**config.mk**
```make
export PLATFORM = sky130hd
export DESIGN_NAME = dtt_top
export DESIGN_NICKNAME = d
export VERILOG_FILES = /design/src/dtt_pkg.sv /design/src/dtt_demod_in.sv /design/src/dtt_prescale.sv /design/src/dtt_top.sv
export SDC_FILE = /design/constraint.sdc
export NUM_CORES = 1
export LEC_CHECK = 0
export BUFFER_PORTS_ARGS = -buffer_cell sky130_fd_sc_hd__buf_2
export CAP_MARGIN = 25
export CORE_MARGIN = 4
export CORE_UTILIZATION = 40
export CTS_CLUSTER_SIZE = 12
export DETAILED_ROUTE_END_ITERATION = 8
export GPL_ROUTABILITY_DRIVEN = 0
export GPL_TIMING_DRIVEN = 0
export PLACE_DENSITY_LB_ADDON = 0.15
export SETUP_SLACK_MARGIN = 0.05
export SLEW_MARGIN = 10
export SYNTH_ARGS = -nofsm -noshare
export SYNTH_HDL_FRONTEND = slang
export SYNTH_SLANG_ARGS = --single-unit
```
**constraint.sdc**
```tcl
create_clock -name clk -period 4.78 [get_ports clk]
set_input_delay 0.956 -clock clk [delete_from_list [all_inputs] [get_ports clk]]
set_output_delay 0.956 -clock clk [all_outputs]
set_load 0.005 [all_outputs]
```
**src/dtt_pkg.sv**
```systemverilog
// constants, field positions and codes for the dual timer block
// Overview of operation
// - wide count zero wraps, no timeout
// - first demod edge captures, reloads, starts counting
// - later edges capture complemented count
// - capture sets edge flag, interrupt if enabled
// - after each later capture wide timer reloads full scale
// - hardware swaps enables in alternating mode
// - each terminal count sets timeout bit, except a wide one in the cycle of a demod edge
// - output enable bits route timers to pins
// - combined pin drives AND/OR/NOR/NAND of outputs
// - demod input filter none, four or eight
// - demod edge flags read, write one clears
// - transmit low bits give initial output levels
// - bit six picks demodulator input pin
// - sync mode aligns carrier to wide output
package dtt_pkg;
    // register offsets
    localparam logic [3:0] ADDR_CAR_CTRL   = 4'h0;
    localparam logic [3:0] ADDR_SHARED     = 4'h1;
    localparam logic [3:0] ADDR_WIDE_CTRL  = 4'h2;
    localparam logic [3:0] ADDR_SYNC_CTRL  = 4'h3;
    localparam logic [3:0] ADDR_CAR_LO     = 4'h4;
    localparam logic [3:0] ADDR_CAR_HI     = 4'h5;
    localparam logic [3:0] ADDR_WRELOAD_LO = 4'h6;
    localparam logic [3:0] ADDR_WRELOAD_HI = 4'h7;
    localparam logic [3:0] ADDR_CAPT_LO    = 4'h8;
    localparam logic [3:0] ADDR_CAPT_HI    = 4'h9;
    // timer control fields (carrier and wide alike)
    localparam int BIT_EN      = 7;
    localparam int BIT_SPASS   = 6;
    localparam int BIT_TOUT    = 5;
    localparam int BIT_DIV_HI  = 4;
    localparam int BIT_DIV_LO  = 3;
    localparam int BIT_IE      = 2;
    localparam int BIT_OE      = 0;
    // shared control fields
    localparam int BIT_MODE    = 7;
    localparam int BIT_PINSEL  = 6;
    localparam int BIT_B1      = 1;
    localparam int BIT_B0      = 0;
    // sync control fields
    localparam int BIT_SYNC    = 5;
    localparam logic [7:0] RST_CTRL    = 8'h00;
    localparam logic [15:0] FULL_SCALE = 16'hffff;
    localparam logic [15:0] WIDE_TERM  = 16'h0001;
    localparam logic [7:0]  CAR_TERM   = 8'h01;
    // shared bits 3:2 in transmit
    localparam logic [1:0] TX_NORMAL   = 2'b00;
    localparam logic [1:0] TX_ALTERN   = 2'b01;
    localparam logic [1:0] TX_FORCE0   = 2'b10;
    localparam logic [1:0] TX_FORCE1   = 2'b11;
    // shared bits 5:4
    localparam logic [1:0] LOGIC_AND   = 2'b00;
    localparam logic [1:0] LOGIC_OR    = 2'b01;
    localparam logic [1:0] LOGIC_NOR   = 2'b10;
    localparam logic [1:0] EDGE_FALL   = 2'b00;
    localparam logic [1:0] EDGE_RISE   = 2'b01;
    localparam logic [1:0] EDGE_BOTH   = 2'b10;
    // demod filter codes and lengths in prescaled ticks
    localparam logic [1:0] FILT_NONE   = 2'b00;
    localparam logic [1:0] FILT_4      = 2'b01;
    localparam logic [1:0] FILT_8      = 2'b10;
    localparam logic [2:0] FILT4_LAST  = 3'h3;
    localparam logic [2:0] FILT8_LAST  = 3'h7;
    typedef enum logic {DM_WAIT = 1'b0, DM_RUN = 1'b1} dtt_dm_t;
endpackage

```
**src/dtt_demod_in.sv**
```systemverilog
// demodulator input: pin synchroniser and optional glitch filter
`timescale 1ns/1ps
module dtt_demod_in
    import dtt_pkg::*;
(
    // clock and reset
    input  wire logic       clk,
    input  wire logic       rst,
    // raw pin and filter setup
    input  wire logic       pin,
    input  wire logic       tick,
    input  wire logic [1:0] filt_mode,
    // filtered level
    output logic       level
);
    logic       s1_q;
    logic       s2_q;
    logic       s3_q;
    logic       lvl_q;
    logic       filt_q;
    logic [2:0] fcnt_q;
    logic [2:0] flast;
    logic       use_filt;

    // reserved code 11 runs unfiltered
    assign use_filt = (filt_mode == FILT_4) || (filt_mode == FILT_8);
    assign flast    = (filt_mode == FILT_8) ? FILT8_LAST : FILT4_LAST;

    always_ff @(posedge clk) begin
        if (rst) begin
            s1_q   <= 1'b0;
            s2_q   <= 1'b0;
            s3_q   <= 1'b0;
            lvl_q  <= 1'b0;
        end else begin
            s1_q <= pin;
            s2_q <= s1_q;
            s3_q <= s2_q;
            if (s2_q == s3_q) begin
                lvl_q <= s3_q;
            end
        end
    end

    // a new level must hold for the whole window of prescaled ticks
    always_ff @(posedge clk) begin
        if (rst) begin
            filt_q <= 1'b0;
            fcnt_q <= 3'h0;
        end else if (!use_filt || lvl_q == filt_q) begin
            filt_q <= lvl_q;
            fcnt_q <= 3'h0;
        end else if (tick) begin
            if (fcnt_q == flast) begin
                filt_q <= lvl_q;
                fcnt_q <= 3'h0;
            end else begin
                fcnt_q <= fcnt_q + 3'h1;
            end
        end
    end

    assign level = filt_q;
endmodule // dtt_demod_in

```
**src/dtt_prescale.sv**
```systemverilog
// free running prescaler giving divide by 1, 2, 4 and 8 ticks
`timescale 1ns/1ps
module dtt_prescale
    import dtt_pkg::*;
(
    // clock and reset
    input  wire logic       clk,
    input  wire logic       rst,
    // ticks, index is log2 of the divide
    output logic [3:0] tick
);
    logic [2:0] cnt_q;

    always_ff @(posedge clk) begin
        if (rst) begin
            cnt_q <= 3'h0;
        end else begin
            cnt_q <= cnt_q + 3'h1;
        end
    end

    assign tick[0] = 1'b1;
    assign tick[1] = cnt_q[0];
    assign tick[2] = &cnt_q[1:0];
    assign tick[3] = &cnt_q[2:0];
endmodule // dtt_prescale

```
**src/dtt_top.sv**
```systemverilog
// dual carrier and wide timer with transmit and demodulation modes
`timescale 1ns/1ps
module dtt_top
    import dtt_pkg::*;
(
    // clock and reset
    input  wire logic       clk,
    input  wire logic       rst,
    // register port
    input  wire logic [3:0] addr,
    input  wire logic [7:0] wdata,
    input  wire logic       wr,
    input  wire logic       rd,
    output logic [7:0] rdata,
    // demodulator input pins
    input  wire logic       demod_in_pin_a,
    input  wire logic       demod_in_pin_b,
    // normal port values used when a pin is not given to a timer
    input  wire logic       port_carrier_val,
    input  wire logic       port_wide_val,
    input  wire logic       port_combined_val,
    // pins
    output logic       carrier_out_pin,
    output logic       wide_out_pin,
    output logic       combined_out_pin,
    // interrupt requests
    output logic       carrier_irq,
    output logic       wide_irq
);
    function automatic logic tick_sel(input logic [1:0] d,
                                      input logic [3:0] t);
        return t[d];
    endfunction

    logic [3:0]  tick;
    logic        demod_lvl;
    // carrier control
    logic        car_en_q, car_sp_q, car_to_q, car_ie_q, car_oe_q;
    logic [1:0]  car_div_q;
    // wide control
    logic        wide_en_q, wide_sp_q, wide_to_q, wide_ie_q, wide_oe_q;
    logic [1:0]  wide_div_q;
    // shared control
    logic        sh_mode_q, sh_d6_q, sh_b1_q, sh_b0_q;
    logic [1:0]  sh_d54_q, sh_d32_q;
    logic        sync_en_q;
    // data registers
    logic [7:0]  car_lo_q, car_hi_q, wrl_q, wrh_q;
    logic [15:0] cap_q;
    // counters and outputs
    logic [7:0]  car_cnt_q;
    logic        car_out_q;
    logic [15:0] wide_cnt_q;
    logic        wide_out_q;
    dtt_dm_t     dm_q;
    logic        lvl_prev_q;
    logic [7:0]  rdata_q;
    logic        car_pin_q, wide_pin_q, comb_pin_q;
    logic        car_irq_q, wide_irq_q;

    dtt_prescale u_pre (
        .clk  (clk),
        .rst  (rst),
        .tick (tick)
    );

    dtt_demod_in u_dmin (
        .clk       (clk),
        .rst       (rst),
        .pin       (sh_d6_q ? demod_in_pin_b : demod_in_pin_a),
        .tick      (tick_sel(wide_div_q, tick)),
        .filt_mode (sh_d32_q),
        .level     (demod_lvl)
    );

    // write decode
    logic wr_car, wr_sh, wr_wide, wr_sync;
    assign wr_car  = wr && (addr == ADDR_CAR_CTRL);
    assign wr_sh   = wr && (addr == ADDR_SHARED);
    assign wr_wide = wr && (addr == ADDR_WIDE_CTRL);
    assign wr_sync = wr && (addr == ADDR_SYNC_CTRL);

    // mode decode
    logic demod, altern;
    assign demod  = sh_mode_q;
    assign altern = !demod && (sh_d32_q == TX_ALTERN);

    // wide output as seen by the pins, forced levels override the timer
    logic wide_output;
    assign wide_output = (!demod && sh_d32_q == TX_FORCE0) ? 1'b0 :
                         (!demod && sh_d32_q == TX_FORCE1) ? 1'b1 :
                         wide_out_q;

    // carrier held while sync waits for the wide output to rise
    logic car_hold, carrier_output;
    assign car_hold       = sync_en_q && !wide_output;
    assign carrier_output = car_out_q && !car_hold;

    // carrier timer events
    logic car_tick, car_tc, car_done;
    assign car_tick = car_en_q && !car_hold &&
                      tick_sel(car_div_q, tick);
    assign car_tc   = car_tick && (car_cnt_q == CAR_TERM);
    assign car_done = car_tc && car_sp_q;

    // wide timer events in transmit
    logic wide_tick, wide_tc, wide_done;
    assign wide_tick = wide_en_q && tick_sel(wide_div_q, tick);
    // zero is not terminal, it wraps to full scale on the next tick
    assign wide_tc   = wide_tick && (wide_cnt_q == WIDE_TERM);
    assign wide_done = wide_tc && wide_sp_q;

    // starts by software or by the alternating hand over
    logic car_start, wide_start;
    assign car_start  = (wr_car && wdata[BIT_EN] && !car_en_q) ||
                        (altern && wide_done);
    assign wide_start = (wr_wide && wdata[BIT_EN] && !wide_en_q) ||
                        (altern && car_done);

    // demodulator edges and captures
    logic rise, fall, edge_sel, dm_edge, capture;
    assign rise     = demod_lvl && !lvl_prev_q;
    assign fall     = !demod_lvl && lvl_prev_q;
    assign edge_sel = (sh_d54_q == EDGE_FALL) ? fall :
                      (sh_d54_q == EDGE_RISE) ? rise :
                      (sh_d54_q == EDGE_BOTH) ? (rise || fall) : 1'b0;
    assign dm_edge  = demod && wide_en_q && edge_sel;
    // single pass ignores edges after the first
    assign capture  = dm_edge && (dm_q == DM_WAIT || !wide_sp_q);

    // timeout flags: hardware set beats a write-one clear
    logic car_to_d, wide_to_d;
    assign car_to_d  = car_tc ||
                       (car_to_q && !(wr_car && wdata[BIT_TOUT]));
    assign wide_to_d = (wide_tc && !dm_edge) ||
                       (wide_to_q && !(wr_wide && wdata[BIT_TOUT]));

    // low shared bits: initial levels in transmit, edge flags in demod
    logic b1_d, b0_d;
    assign b1_d = demod ? ((capture && rise) ||
                          (sh_b1_q && !(wr_sh && wdata[BIT_B1])))
                        : (wr_sh ? wdata[BIT_B1] : sh_b1_q);
    assign b0_d = demod ? ((capture && fall) ||
                          (sh_b0_q && !(wr_sh && wdata[BIT_B0])))
                        : (wr_sh ? wdata[BIT_B0] : sh_b0_q);

    // enables: hardware stop or hand over wins over a software write
    logic car_en_d, wide_en_d;
    assign car_en_d  = car_start ? 1'b1 :
                       car_done ? 1'b0 :
                       wr_car ? wdata[BIT_EN] : car_en_q;
    assign wide_en_d = wide_start ? 1'b1 :
                       (wide_done && !demod) ? 1'b0 :
                       wr_wide ? wdata[BIT_EN] : wide_en_q;

    // control registers
    always_ff @(posedge clk) begin
        if (rst) begin
            {car_en_q, car_sp_q, car_to_q, car_ie_q, car_oe_q} <= 5'h00;
            {wide_en_q, wide_sp_q, wide_to_q, wide_ie_q, wide_oe_q} <= 5'h00;
            car_div_q  <= 2'b00;
            wide_div_q <= 2'b00;
            {sh_mode_q, sh_d6_q, sh_d54_q, sh_d32_q} <= 6'h00;
            sh_b1_q    <= 1'b0;
            sh_b0_q    <= 1'b0;
            sync_en_q  <= 1'b0;
        end else begin
            car_en_q  <= car_en_d;
            wide_en_q <= wide_en_d;
            car_to_q  <= car_to_d;
            wide_to_q <= wide_to_d;
            sh_b1_q   <= b1_d;
            sh_b0_q   <= b0_d;
            if (wr_car) begin
                car_sp_q  <= wdata[BIT_SPASS];
                car_div_q <= wdata[BIT_DIV_HI:BIT_DIV_LO];
                car_ie_q  <= wdata[BIT_IE];
                car_oe_q  <= wdata[BIT_OE];
            end
            if (wr_wide) begin
                wide_sp_q  <= wdata[BIT_SPASS];
                wide_div_q <= wdata[BIT_DIV_HI:BIT_DIV_LO];
                wide_ie_q  <= wdata[BIT_IE];
                wide_oe_q  <= wdata[BIT_OE];
            end
            if (wr_sh) begin
                sh_mode_q <= wdata[BIT_MODE];
                sh_d6_q   <= wdata[BIT_PINSEL];
                sh_d54_q  <= wdata[5:4];
                sh_d32_q  <= wdata[3:2];
            end
            if (wr_sync) begin
                sync_en_q <= wdata[BIT_SYNC];
            end
        end
    end

    // data registers; a reload write while loading is not protected
    always_ff @(posedge clk) begin
        if (rst) begin
            car_lo_q <= RST_CTRL;
            car_hi_q <= RST_CTRL;
            wrl_q    <= RST_CTRL;
            wrh_q    <= RST_CTRL;
        end else if (wr) begin
            if (addr == ADDR_CAR_LO) car_lo_q <= wdata;
            if (addr == ADDR_CAR_HI) car_hi_q <= wdata;
            if (addr == ADDR_WRELOAD_LO) wrl_q <= wdata;
            if (addr == ADDR_WRELOAD_HI) wrh_q <= wdata;
        end
    end

    // carrier timer: counts high then low time, toggling at each end
    always_ff @(posedge clk) begin
        if (rst) begin
            car_cnt_q <= 8'h00;
            car_out_q <= 1'b0;
        end else if (car_start) begin
            car_out_q <= sh_b1_q;
            car_cnt_q <= sh_b1_q ? car_hi_q : car_lo_q;
        end else if (car_hold) begin
            // start from a fresh high phase so the first pulse is whole
            car_out_q <= 1'b1;
            car_cnt_q <= car_hi_q;
        end else if (car_tc) begin
            car_out_q <= !car_out_q;
            car_cnt_q <= car_out_q ? car_lo_q : car_hi_q;
        end else if (car_tick) begin
            car_cnt_q <= car_cnt_q - 8'h01;
        end
    end

    // wide timer: transmit toggling or demodulation capture
    always_ff @(posedge clk) begin
        if (rst) begin
            wide_cnt_q <= 16'h0000;
            wide_out_q <= 1'b0;
            cap_q      <= 16'h0000;
            dm_q       <= DM_WAIT;
        end else if (wide_start) begin
            wide_cnt_q <= {wrh_q, wrl_q};
            wide_out_q <= demod ? wide_out_q : sh_b0_q;
            dm_q       <= DM_WAIT;
        end else if (demod) begin
            if (capture) begin
                cap_q      <= ~wide_cnt_q;
                dm_q       <= DM_RUN;
                wide_cnt_q <= (dm_q == DM_WAIT) ? {wrh_q, wrl_q}
                                                : FULL_SCALE;
            end else if (dm_q == DM_RUN && wide_tick) begin
                wide_cnt_q <= wide_cnt_q - 16'h0001;
            end
        end else if (wide_tc) begin
            wide_out_q <= !wide_out_q;
            wide_cnt_q <= {wrh_q, wrl_q};
        end else if (wide_tick) begin
            wide_cnt_q <= wide_cnt_q - 16'h0001;
        end
    end

    // pins and interrupt pulses
    logic comb_val;
    assign comb_val = (sh_d54_q == LOGIC_AND) ? (carrier_output & wide_output) :
                      (sh_d54_q == LOGIC_OR)  ? (carrier_output | wide_output) :
                      (sh_d54_q == LOGIC_NOR) ? !(carrier_output | wide_output) :
                      !(carrier_output & wide_output);

    always_ff @(posedge clk) begin
        if (rst) begin
            lvl_prev_q <= 1'b0;
            car_pin_q  <= 1'b0;
            wide_pin_q <= 1'b0;
            comb_pin_q <= 1'b0;
            car_irq_q  <= 1'b0;
            wide_irq_q <= 1'b0;
        end else begin
            lvl_prev_q <= demod_lvl;
            car_pin_q  <= car_oe_q ? carrier_output : port_carrier_val;
            wide_pin_q <= wide_oe_q ? wide_output : port_wide_val;
            comb_pin_q <= (!demod && sh_d6_q) ? comb_val
                                              : port_combined_val;
            car_irq_q  <= car_ie_q && car_tc;
            wide_irq_q <= wide_ie_q && (capture || (wide_tc && !demod));
        end
    end

    // read mux, data valid the cycle after the strobe only
    logic [7:0] rd_car, rd_sh, rd_wide, rd_sync, rd_mux;
    assign rd_car  = {car_en_q, car_sp_q, car_to_q, car_div_q,
                      car_ie_q, 1'b0, car_oe_q};
    assign rd_wide = {wide_en_q, wide_sp_q, wide_to_q, wide_div_q,
                      wide_ie_q, 1'b0, wide_oe_q};
    assign rd_sh   = {sh_mode_q, sh_d6_q, sh_d54_q, sh_d32_q,
                      sh_b1_q, sh_b0_q};
    assign rd_sync = {wide_en_q, car_en_q, sync_en_q, 5'h00};
    assign rd_mux  = (addr == ADDR_CAR_CTRL)   ? rd_car :
                     (addr == ADDR_SHARED)     ? rd_sh :
                     (addr == ADDR_WIDE_CTRL)  ? rd_wide :
                     (addr == ADDR_SYNC_CTRL)  ? rd_sync :
                     (addr == ADDR_CAR_LO)     ? car_lo_q :
                     (addr == ADDR_CAR_HI)     ? car_hi_q :
                     (addr == ADDR_WRELOAD_LO) ? wrl_q :
                     (addr == ADDR_WRELOAD_HI) ? wrh_q :
                     (addr == ADDR_CAPT_LO)    ? cap_q[7:0] :
                     (addr == ADDR_CAPT_HI)    ? cap_q[15:8] : 8'h00;

    always_ff @(posedge clk) begin
        if (rst) begin
            rdata_q <= 8'h00;
        end else begin
            rdata_q <= rd ? rd_mux : 8'h00;
        end
    end

    assign rdata            = rdata_q;
    assign carrier_out_pin  = car_pin_q;
    assign wide_out_pin     = wide_pin_q;
    assign combined_out_pin = comb_pin_q;
    assign carrier_irq      = car_irq_q;
    assign wide_irq         = wide_irq_q;
endmodule // dtt_top

```
==> results.md, run 1 <==
- Status: finished, final reports clean
- Initial Utilization: 0.4080
- Syn Area/Cell: 8.112 um^2
- Cell variety after synth: 70
- Critical Path RT: approximately 5.1 ns
- PD cells: ~370 nW/um^2
- Clock power share: 0.522
- Peak Freq: about 310 MHz
- Die width: about 140 um
- Clk slew on worst S/H paths: 0.06 ns
- Die area: 18240 um^2
- Fin Setup TNS: 0 ns
- Worst path top cell family by delay: simple AND/OR/NAND/NOR gates
- Setup WS post-layout: between 1.5 and 2 ns
- Worst stage delay on the critical path: 0.70 ns
- Initial DRC count: around 570
- CP startpoint: addr[3]
- Relative slew margins: 0.3798
- DRC Markers: 0
- Antenna violations before repair: 0
- Area Overhead vs Synth: 16.74%
- Final WL: about 22000 um
- Worst Path Buf+Inv: 3
- Post-CTS setup buffers: 0
- Final Hold Vio Count: 0
- IO Pins: 34
- Via count: around 6300
- Drt pass-1 iters: 6
- Worst r2r path cells: 8
- Finish-stage setup viols: 0
- Worst setup EP type: flop
- Worst hold path class: reg2reg
- Hold buffer count at CTS: 0
- Max Cap Viol: 0
- Synth warnings: 0
- Worst-margin pin slew: between 0.9 and 1 ns
- Psw: ~680 uW
- Top FF cell, synth: dfxtp_1
- # rows: 46
- Pre-CTS WS: ~1.2 ns
- Sequential element share of the synthesized area: 0.3813
- Clk_lat worst skew: between 0.4 and 0.5 ns
- Min-delay src: u_dmin.s1_q
- N_diodes: 0
- Resized cells post-CTS: 0
- CTS tree: built
- EDFF count, synth: 0
- Worst-path fanout max: 10
- Combinational Power Share: 0.093
- Slowest CP cell: nor3b_1
- Reg-to-reg endpoint: car_cnt_q[7]
- Fin crit share: 0.6715
- #FFs+latches synth: between 100 and 150
- Largest net degree at the start of global routing: 17
- Vias per std cell: 5.906
- Core area: 15830 um^2
- Critical path class: in2reg
- Vias in the first global route: roughly 5900
- Hold path depth: 1
- Switching Fraction: 0.2433
- Wirelength per Cell: 20.27 um
- Fin crit period: 3.210 ns
- Clk sinks: 123
- Total track usage: 0.2418
- CP startpoint kind: input pin
- H-tree levels: 4
- RSZ-0062 raised after global routing: no
- Detail Route Antenna Nets: 0
- Hold Path Sink: u_dmin.s2_q
- Fin util: 0.4763
- Die Y-Extent: 135.1 um
- Clock skew: 0.007391 ns
- Max Transition Viols Final: 0
- Post-DP HPWL: 16230 um
- Synth async-reset ratio: 0
- Pint: between 2000 and 2500 uW
- Layout cells sized above 1: 0.1107
- Reg2reg setup slack: roughly 1.6 ns
- Fill cells: about 1600
- First-pass GRT wire length: between 30000 and 40000 um
- Post-Syn Nets: between 800 and 900
- Port bufs: 29
- Max IR drop VDD: ~0.00025 V
- Synth Instances: between 700 and 800
- Reg-to-reg startpoint: u_pre.cnt_q[0]
- Worst path cell trace: buf_2 > nor2_2 > nand3_2 > nor3b_1 > or4_1 > buf_4 > buf_6 > o22ai_1 > a2111oi_1
- Worst path arrival time: roughly 3.5 ns
- Overflow after GRT: 0
- Clock Tree Root: clkbuf_16
- Leakage: between 0.002 and 0.003 uW
- CTS buffer count: 17
- CTS Buffer Depth: 2
- Part of the power in registers: 0.385
- Synthesized area: about 6500 um^2
- Fin nets: a little under 900
## cell type report
class,instances,area [um^2],area share
clock inverters,11,190.2,0.02523
clock buffers,21,470.5,0.06241
multi-input cells,596,3686,0.4890
repair buffers,30,150.1,0.01992
flip-flops and latches,123,2462,0.3266
inverters,25,93.84,0.01245
well taps,216,270.3,0.03585
plain buffers,52,215.2,0.02855
## registers in the layout, summed over array words and instances (netlist names), 8 cells and up
register / flops
wrh_q: 8
wrl_q: 8
car_hi_q: 8
rdata: 8
car_lo_q: 8
cap_q: 16
car_cnt_q: 8
wide_cnt_q: 16
## metrics by stage
stage / area (um^2) / power [uW] / std cells / hold slack [ns]
finish: 7538 / 2779 / 1074 / 0.4428
global route: 7538 / 2864 / 1074 / 0.4710
CTS: 7533 / 2786 / 1073 / 0.4510
detailed placement: 6873 / 1345 / 1041 / 0.4372
global placement: 6873 / 1339 / 1041 / 0.4345
floorplan: 6457 / 1260 / 796 / 0.4138
## cells by family (layout without fill, tap and decap cells)
logic type                 after synthesis  in the layout  share of synthesized area
AOI/OAI and AO/OA                      230            230                     0.2360
buffers and inverters                   77            139                    0.04786
and+or+nand+nor                        297            297                     0.2219
muxes                                   48             48                    0.07750
DFF                                    123            123                     0.3813
adders and majority gates               12             12                    0.02325
xor gates and xnor gates                 9              9                    0.01221
## placed cells by master (no fill, tap or decap), drive strengths merged, types with 11 or more instances in the layout
master,instances
nand2b,11
nand3,18
a211oi,24
dfxtp,123
nand2,67
o21ai,44
nor2,122
ha,12
a21oi,69
mux2i,41
clkbuf,58
buf,45
nor2b,20
nor3,20
o22ai,22
inv,25
## metal layers
metal  track usage  share of wire  vias up
li1              -              -     2979
met5             0              0        -
met3       0.05551          0.077       52
met1        0.3138           0.43     3027
met2        0.3863           0.46      285
met4        0.1053          0.036        0
## power groups by stage
| stage | Sequential (uW) | Clock (uW) | Combinational (uW) |
|---|---|---|---|
| after floorplan | 1080 | 0 | 178 |
| after global placement | 1090 | 0 | 249 |
| after detailed placement | 1090 | 0 | 253 |
| after CTS | 1070 | 1460 | 255 |
| after global routing | 1070 | 1510 | 282 |
| final | 1070 | 1450 | 259 |
## worst max path at each step
stage / to / slack [ns] / cells past startpoint
after floorplan: wide_cnt_q[12] / 1.83 / 9
after global placement: wide_cnt_q[15] / 1.28 / 9
after detailed placement: wide_cnt_q[15] / 1.21 / 9
after CTS: wide_cnt_q[15] / 1.64 / 9
after global routing: car_out_q / 1.42 / 9
final: wide_cnt_q[15] / 1.57 / 9
## Yosys cell counts (all sizes together), types with 18 or more instances
master	count	area (um^2)
nor2	122	460.5
o21ai	44	220.2
a211oi	24	180.2
mux2i	41	410.4
a21oi	69	345.3
inv	25	93.84
o22ai	22	143.9
dfxtp	123	2462
nand2	67	251.5
clkbuf	36	135.1
nor2b	20	125.1
nor3	20	105.1
nand3	18	95.09
Power figures use the tool's default switching activity.
==> inputs of run 2 (changes only) <==
==> constraint.sdc (replaced) <==
create_clock -name clk -period 2.9 [get_ports clk]
set_input_delay 0.58 -clock clk [delete_from_list [all_inputs] [get_ports clk]]
set_output_delay 0.58 -clock clk [all_outputs]
set_load 0.005 [all_outputs]
==> run 2 against run 1 <==
Net effect:
- hold slack lost 0.057 ns
- clock-buffer cell count is the same
- clock power grew 66%
- utilization grew 1.1 points
- clock skew is essentially flat
- sequential power grew 65%
- register-to-register slack lost 1.5 ns
- sequential cell count is the same
- cell count grew 0.56%
- worst setup slack lost 1.4 ns
- via count is the same
- critical path depth grew 1
- largest cell class unchanged
- highest routed layer unchanged
==> results.md, run 2 (synthesis results as in run 1) <==
- Pint: between 3000 and 4000 uW
- Largest net degree at the start of global routing: 17
- Most frequent cells in the layout: dfxtp_1, nor2_1, a21oi_1
- Clk sinks: 123
- Fin area: ~7700 um^2
- Most common cell after layout, fill and taps aside: dfxtp_1
- Via count: 6343
- CTS tree: built
- Drt pass-1 iters: 5
- Fin Setup TNS: 0 ns
- Vias per std cell: 5.873
- Port bufs: 29
- IO Pins: 34
- Worst-margin pin slew: 0.9156 ns
- Final WL: approximately 22000 um
- Slowest CP cell: or4_1
- Wl on met1: around 9400 um
- Pre-CTS WS: -0.2957 ns
- Vias in the first global route: ~5900
- Worst hold path class: in2reg
- Met3 wire len: 1583 um
- Detail Route Antenna Nets: 0
- Final Hold Vio Count: 0
- Psw: 1132 uW
- Layout cells sized above 1: 0.1319
- Initial DRC count: 594
- Area Overhead vs Synth: 19.51%
- Status: finished, final reports clean
- Switching Fraction: 0.2460
- Reg2reg setup slack: about 0.13 ns
- Max IR drop VDD: approximately 0.00043 V
- Max Transition Viols Final: 0
- Placed cell area: 6873 um^2
- Setup WS post-layout: between 0.1 and 0.15 ns
- Min-delay src: port_wide_val
- Clock Tree Root: clkbuf_16
- Worst path cell trace: ha_4 > ha_1 > mux2_2 > o211ai_4 > a2111oi_4 > or4_1 > buf_4 > buf_6 > o32ai_4 > a221oi_2
- Regs by FF count: cap_q: 16 flops, wide_cnt_q: 16 flops
- Fin crit share: 0.9566
- Part of the power in registers: 0.384
- Fin util: 0.4876
- Worst-path fanout max: 10
- Reg-to-reg endpoint: wide_cnt_q[7]
- Fin crit period: roughly 2.8 ns
- PD cells: 596.2 nW/um^2
- Peak Freq: about 360 MHz
- Overflow after GRT: 0
- Post-DP HPWL: about 16000 um
- Worst stage delay on the critical path: approximately 0.55 ns
- Max Used Layer: met4
- Total track usage: 0.2431
- Leakage: ~0.0029 uW
- Clock skew: ~0.0075 ns
- Clk_lat worst skew: approximately 0.43 ns
- N_diodes: 0
- Die Y-Extent: ~140 um
- RSZ-0062 raised after global routing: yes
- First-pass GRT wire length: about 34000 um
- Clk slew on worst S/H paths: 0.06 ns
- Die width: roughly 140 um
- CTS Buffer Depth: 2
- # rows: 46
- Core area: between 15000 and 20000 um^2
- Finish-stage setup viols: 0
- CP startpoint kind: flop
- Worst Path Buf+Inv: 2
- Hold path depth: 3
- Initial Utilization: 0.4080
- Met2 routed WL: roughly 10000 um
- Min Hold Slack: between 0.3 and 0.4 ns
- Worst r2r path cells: 10
- Relative slew margins: 0.3873
- Hold Path Sink: wide_out_pin
- H-tree levels: 4
- Worst path top cell family by delay: compound AO/OA/AOI/OAI gates
- Wirelength per Cell: ~21 um
- Max Cap Viol: 0
- Critical path class: reg2reg
- Reg-to-reg startpoint: u_pre.cnt_q[0]
- Worst path arrival time: around 3 ns
- Critical Path RT: ~3.2 ns
- CTS buffer count: 17
- Combinational Power Share: 0.095
- Antenna violations before repair: 0
- Worst setup EP type: flop
- DRC Markers: 0
- Hold buffer count at CTS: 0
- Clock power share: 0.521
- Fin nets: 884
- Die area: about 18000 um^2
## run 2: cell count changes in the layout (fill, tap and decap cells not counted), sizes merged
cell and delta:
buf +6
## run 2: cell type report
cell class / instances / area, um^2
Clock inverter: 11 / 190.2
Fill cell: 1539 / 8110
Inverter: 25 / 93.84
Multi-Input combinational cell: 596 / 3796
Timing Repair Buffer: 36 / 210.2
Buffer: 52 / 222.7
Clock buffer: 21 / 470.5
Tap cell: 216 / 270.3
Sequential cell: 123 / 2464
## run 2: power groups by stage
stage | Clock [uW] | Combinational [uW] | Sequential [uW]
3_3_place_gp | 0 | 410 | 1800
2_1_floorplan | 0 | 293 | 1780
4_1_cts | 2410 | 422 | 1760
5_1_grt | 2490 | 475 | 1770
6_report | 2400 | 438 | 1770
3_5_place_dp | 0 | 418 | 1800
## run 2: how the worst max path moves through the flow
stage	cells after the start	end	startpoint
6_report	10	wide_cnt_q[7]	u_pre.cnt_q[0]
2_1_floorplan	10	wide_cnt_q[7]	u_pre.cnt_q[0]
3_5_place_dp	9	wide_cnt_q[15]	addr[3]
5_1_grt	8	wide_cnt_q[7]	sh_d32_q[0]
3_3_place_gp	9	wide_cnt_q[15]	addr[3]
4_1_cts	10	wide_cnt_q[7]	u_pre.cnt_q[0]
## run 2: worst register-to-register path, cell delays in order (launching register included)
cell	delay [ns]
dfxtp_2	0.34
ha_4	0.17
ha_1	0.22
mux2_2	0.31
o211ai_4	0.24
a2111oi_4	0.11
or4_1	0.55
buf_4	0.17
buf_6	0.14
o32ai_4	0.27
a221oi_2	0.10
## run 2: per-layer routing
metal  global-route usage  up-vias
li1                     -     2989
met1               0.3169     3020
met2               0.3913      282
met3              0.05067       52
met4               0.1047        0
met5                    0        -
## run 2: repair_timing
action                                  in CTS  in global routing
buffers inserted                             1                  6
pin swaps                                    3                  5
endpoints found under the setup margin      25                 25
resized for setup                            7                 16
## run 2: stage by stage
stage,total power (uW),cells
floorplan,2078,796
global placement,2207,1041
detailed placement,2216,1041
CTS,4595,1074
global route,4732,1080
finish,4601,1080
==> inputs of run 3 (changes only) <==
==> constraint.sdc (replaced) <==
create_clock -name clk -period 3.25 [get_ports clk]
set_input_delay 0.65 -clock clk [delete_from_list [all_inputs] [get_ports clk]]
set_output_delay 0.65 -clock clk [all_outputs]
set_load 0.005 [all_outputs]
==> run 3 against run 2 <==
Net effect:
- clock-buffer cell count stayed put
- register-to-register slack better by 0.18 ns
- sequential cell count stayed put
- critical endpoint is now car_cnt_q[7]
- highest routed layer unchanged
==> results.md, run 3 (synthesis results as in run 1) <==
- Leakage: approximately 0.0028 uW
- Vias per std cell: between 5 and 6
- Min-delay src: u_dmin.s1_q
- Regs by FF count: cap_q: 16 flops, wide_cnt_q: 16 flops
- Clk_lat worst skew: roughly 0.43 ns
- PD cells: between 500 and 600 nW/um^2
- Worst r2r path cells: 8
- Max IR drop VDD: ~0.00037 V
- Total track usage: 0.2418
- Final Hold Vio Count: 0
- CTS Buffer Depth: 2
- CP startpoint kind: flop
- CTS tree: built
- Max Cap Viol: 0
- First-pass GRT wire length: between 30000 and 40000 um
- Overflow after GRT: 0
- Initial DRC count: between 500 and 600
- N_diodes: 0
- Worst path arrival time: about 3.3 ns
- Wirelength per Cell: about 20 um
- Fin crit period: approximately 2.9 ns
- Final WL: roughly 22000 um
- Fin crit share: 0.9067
- Layout cells sized above 1: 0.1153
- Worst setup EP type: flop
- Clk sinks: approximately 120
- Hold path depth: 1
- Drt pass-1 iters: 7
- Fin nets: around 880
- Via count: between 6000 and 7000
- Clock skew: 0.007441 ns
- Die width: about 140 um
- CTS buffer count: 17
- # rows: 46
- Clock Tree Root: clkbuf_16
- Detail Route Antenna Nets: 0
- IO Pins: 34
- DRC Markers: 0
- Core area: roughly 16000 um^2
- Fin cells: ~1100
- H-tree levels: 4
- Area Overhead vs Synth: 17.13%
- Port bufs: 29
- Reg-to-reg endpoint: car_cnt_q[7]
- Reg-to-reg startpoint: u_pre.cnt_q[0]
- Status: finished, final reports clean
- DP Cell Count: 1041
- Hold buffer count at CTS: 0
- Reg2reg setup slack: between 0.3 and 0.4 ns
- Hold Path Sink: u_dmin.s2_q
- RSZ-0062 raised after global routing: no
- Clk slew on worst S/H paths: ~0.060 ns
- Die area: between 15000 and 20000 um^2
- Fill cells: about 1500
- Vias in the first global route: roughly 5900
- Initial Utilization: 0.4080
- Largest net degree at the start of global routing: 17
- Most frequent cells in the layout: dfxtp_1, nor2_1, a21oi_1
- Critical path class: reg2reg
- Relative slew margins: 0.4011
- Worst hold path class: reg2reg
- Antenna violations before repair: 0
- Max Transition Viols Final: 0
- Peak Freq: approximately 340 MHz
- Worst-margin pin slew: roughly 0.90 ns
- Post-DP HPWL: between 15000 and 20000 um
- Fin Setup TNS: 0 ns
- Finish-stage setup viols: 0
- Most common cell after layout, fill and taps aside: dfxtp_1
- Die Y-Extent: about 140 um
- Critical Path RT: around 3.6 ns
- Worst-path fanout max: 10
==> run 3: cell types whose count changed in the layout (fill, tap and decap cells not counted), sizes merged <==
cell  before  now
buf       51   46
==> run 3: worst max-delay path by stage <==
stage | start | end | slack (ns)
global route | u_pre.cnt_q[0] | car_out_q | 0.02
detailed placement | addr[3] | wide_cnt_q[15] | -0.02
CTS | u_pre.cnt_q[0] | car_cnt_q[7] | 0.16
floorplan | addr[0] | wide_cnt_q[12] | 0.60
finish | u_pre.cnt_q[0] | car_cnt_q[7] | 0.30
global placement | addr[3] | wide_cnt_q[15] | 0.06
==> run 3: what timing repair did <==
| item | in CTS | in global routing |
|---|---|---|
| setup buffers | 0 | 1 |
| setup endpoints to repair | 0 | 24 |
| resized for setup | 0 | 5 |
==> run 3: cell type report <==
type	count	area, um^2	area share
clock inverter	11	190.2	0.02514
multi-input combinational	596	3702	0.4895
timing repair buffer	31	157.7	0.02084
inverter	25	93.84	0.01241
buffer	52	216.5	0.02862
sequential	123	2462	0.3256
tap	216	270.3	0.03573
clock buffer	21	470.5	0.06220
==> run 3: power breakdown <==
part	switching, uW	internal (uW)
clock	717	1420
sequential	35.2	1540
combinational	245	136
==> run 3: layer usage <==
layer  track usage  vias to the layer above  part of all wire
met1        0.3138                     3039              0.43
met2        0.3863                      286              0.46
met4        0.1053                        0             0.036
met3       0.05551                       60             0.073
li1              -                     2983                 -
met5             0                        -                 0
==> run 3: critical path: stages (launching register included) <==
cell and delay, ns:
dfxtp_1 0.37, ha_1 0.25, ha_1 0.20, mux2i_1 0.13, a211o_1 0.42, nor4_4 0.53, a31oi_2 0.33, clkbuf_1 0.32
a311oi_1 0.31
==> run 3: through the flow <==
stage,hold WS [ns],util,instance area (um^2),total power (uW),setup WS (ns)
final,0.4427,0.4779,7564,4090,0.3034
after global routing,0.4669,0.4779,7564,4212,0.01737
after CTS,0.4510,0.4760,7533,4098,0.1601
after detailed placement,0.4372,0.4342,6873,1978,-0.01570
after global placement,0.4345,0.4342,6873,1969,0.05552
after floorplan,0.4138,-,6457,1854,0.6025
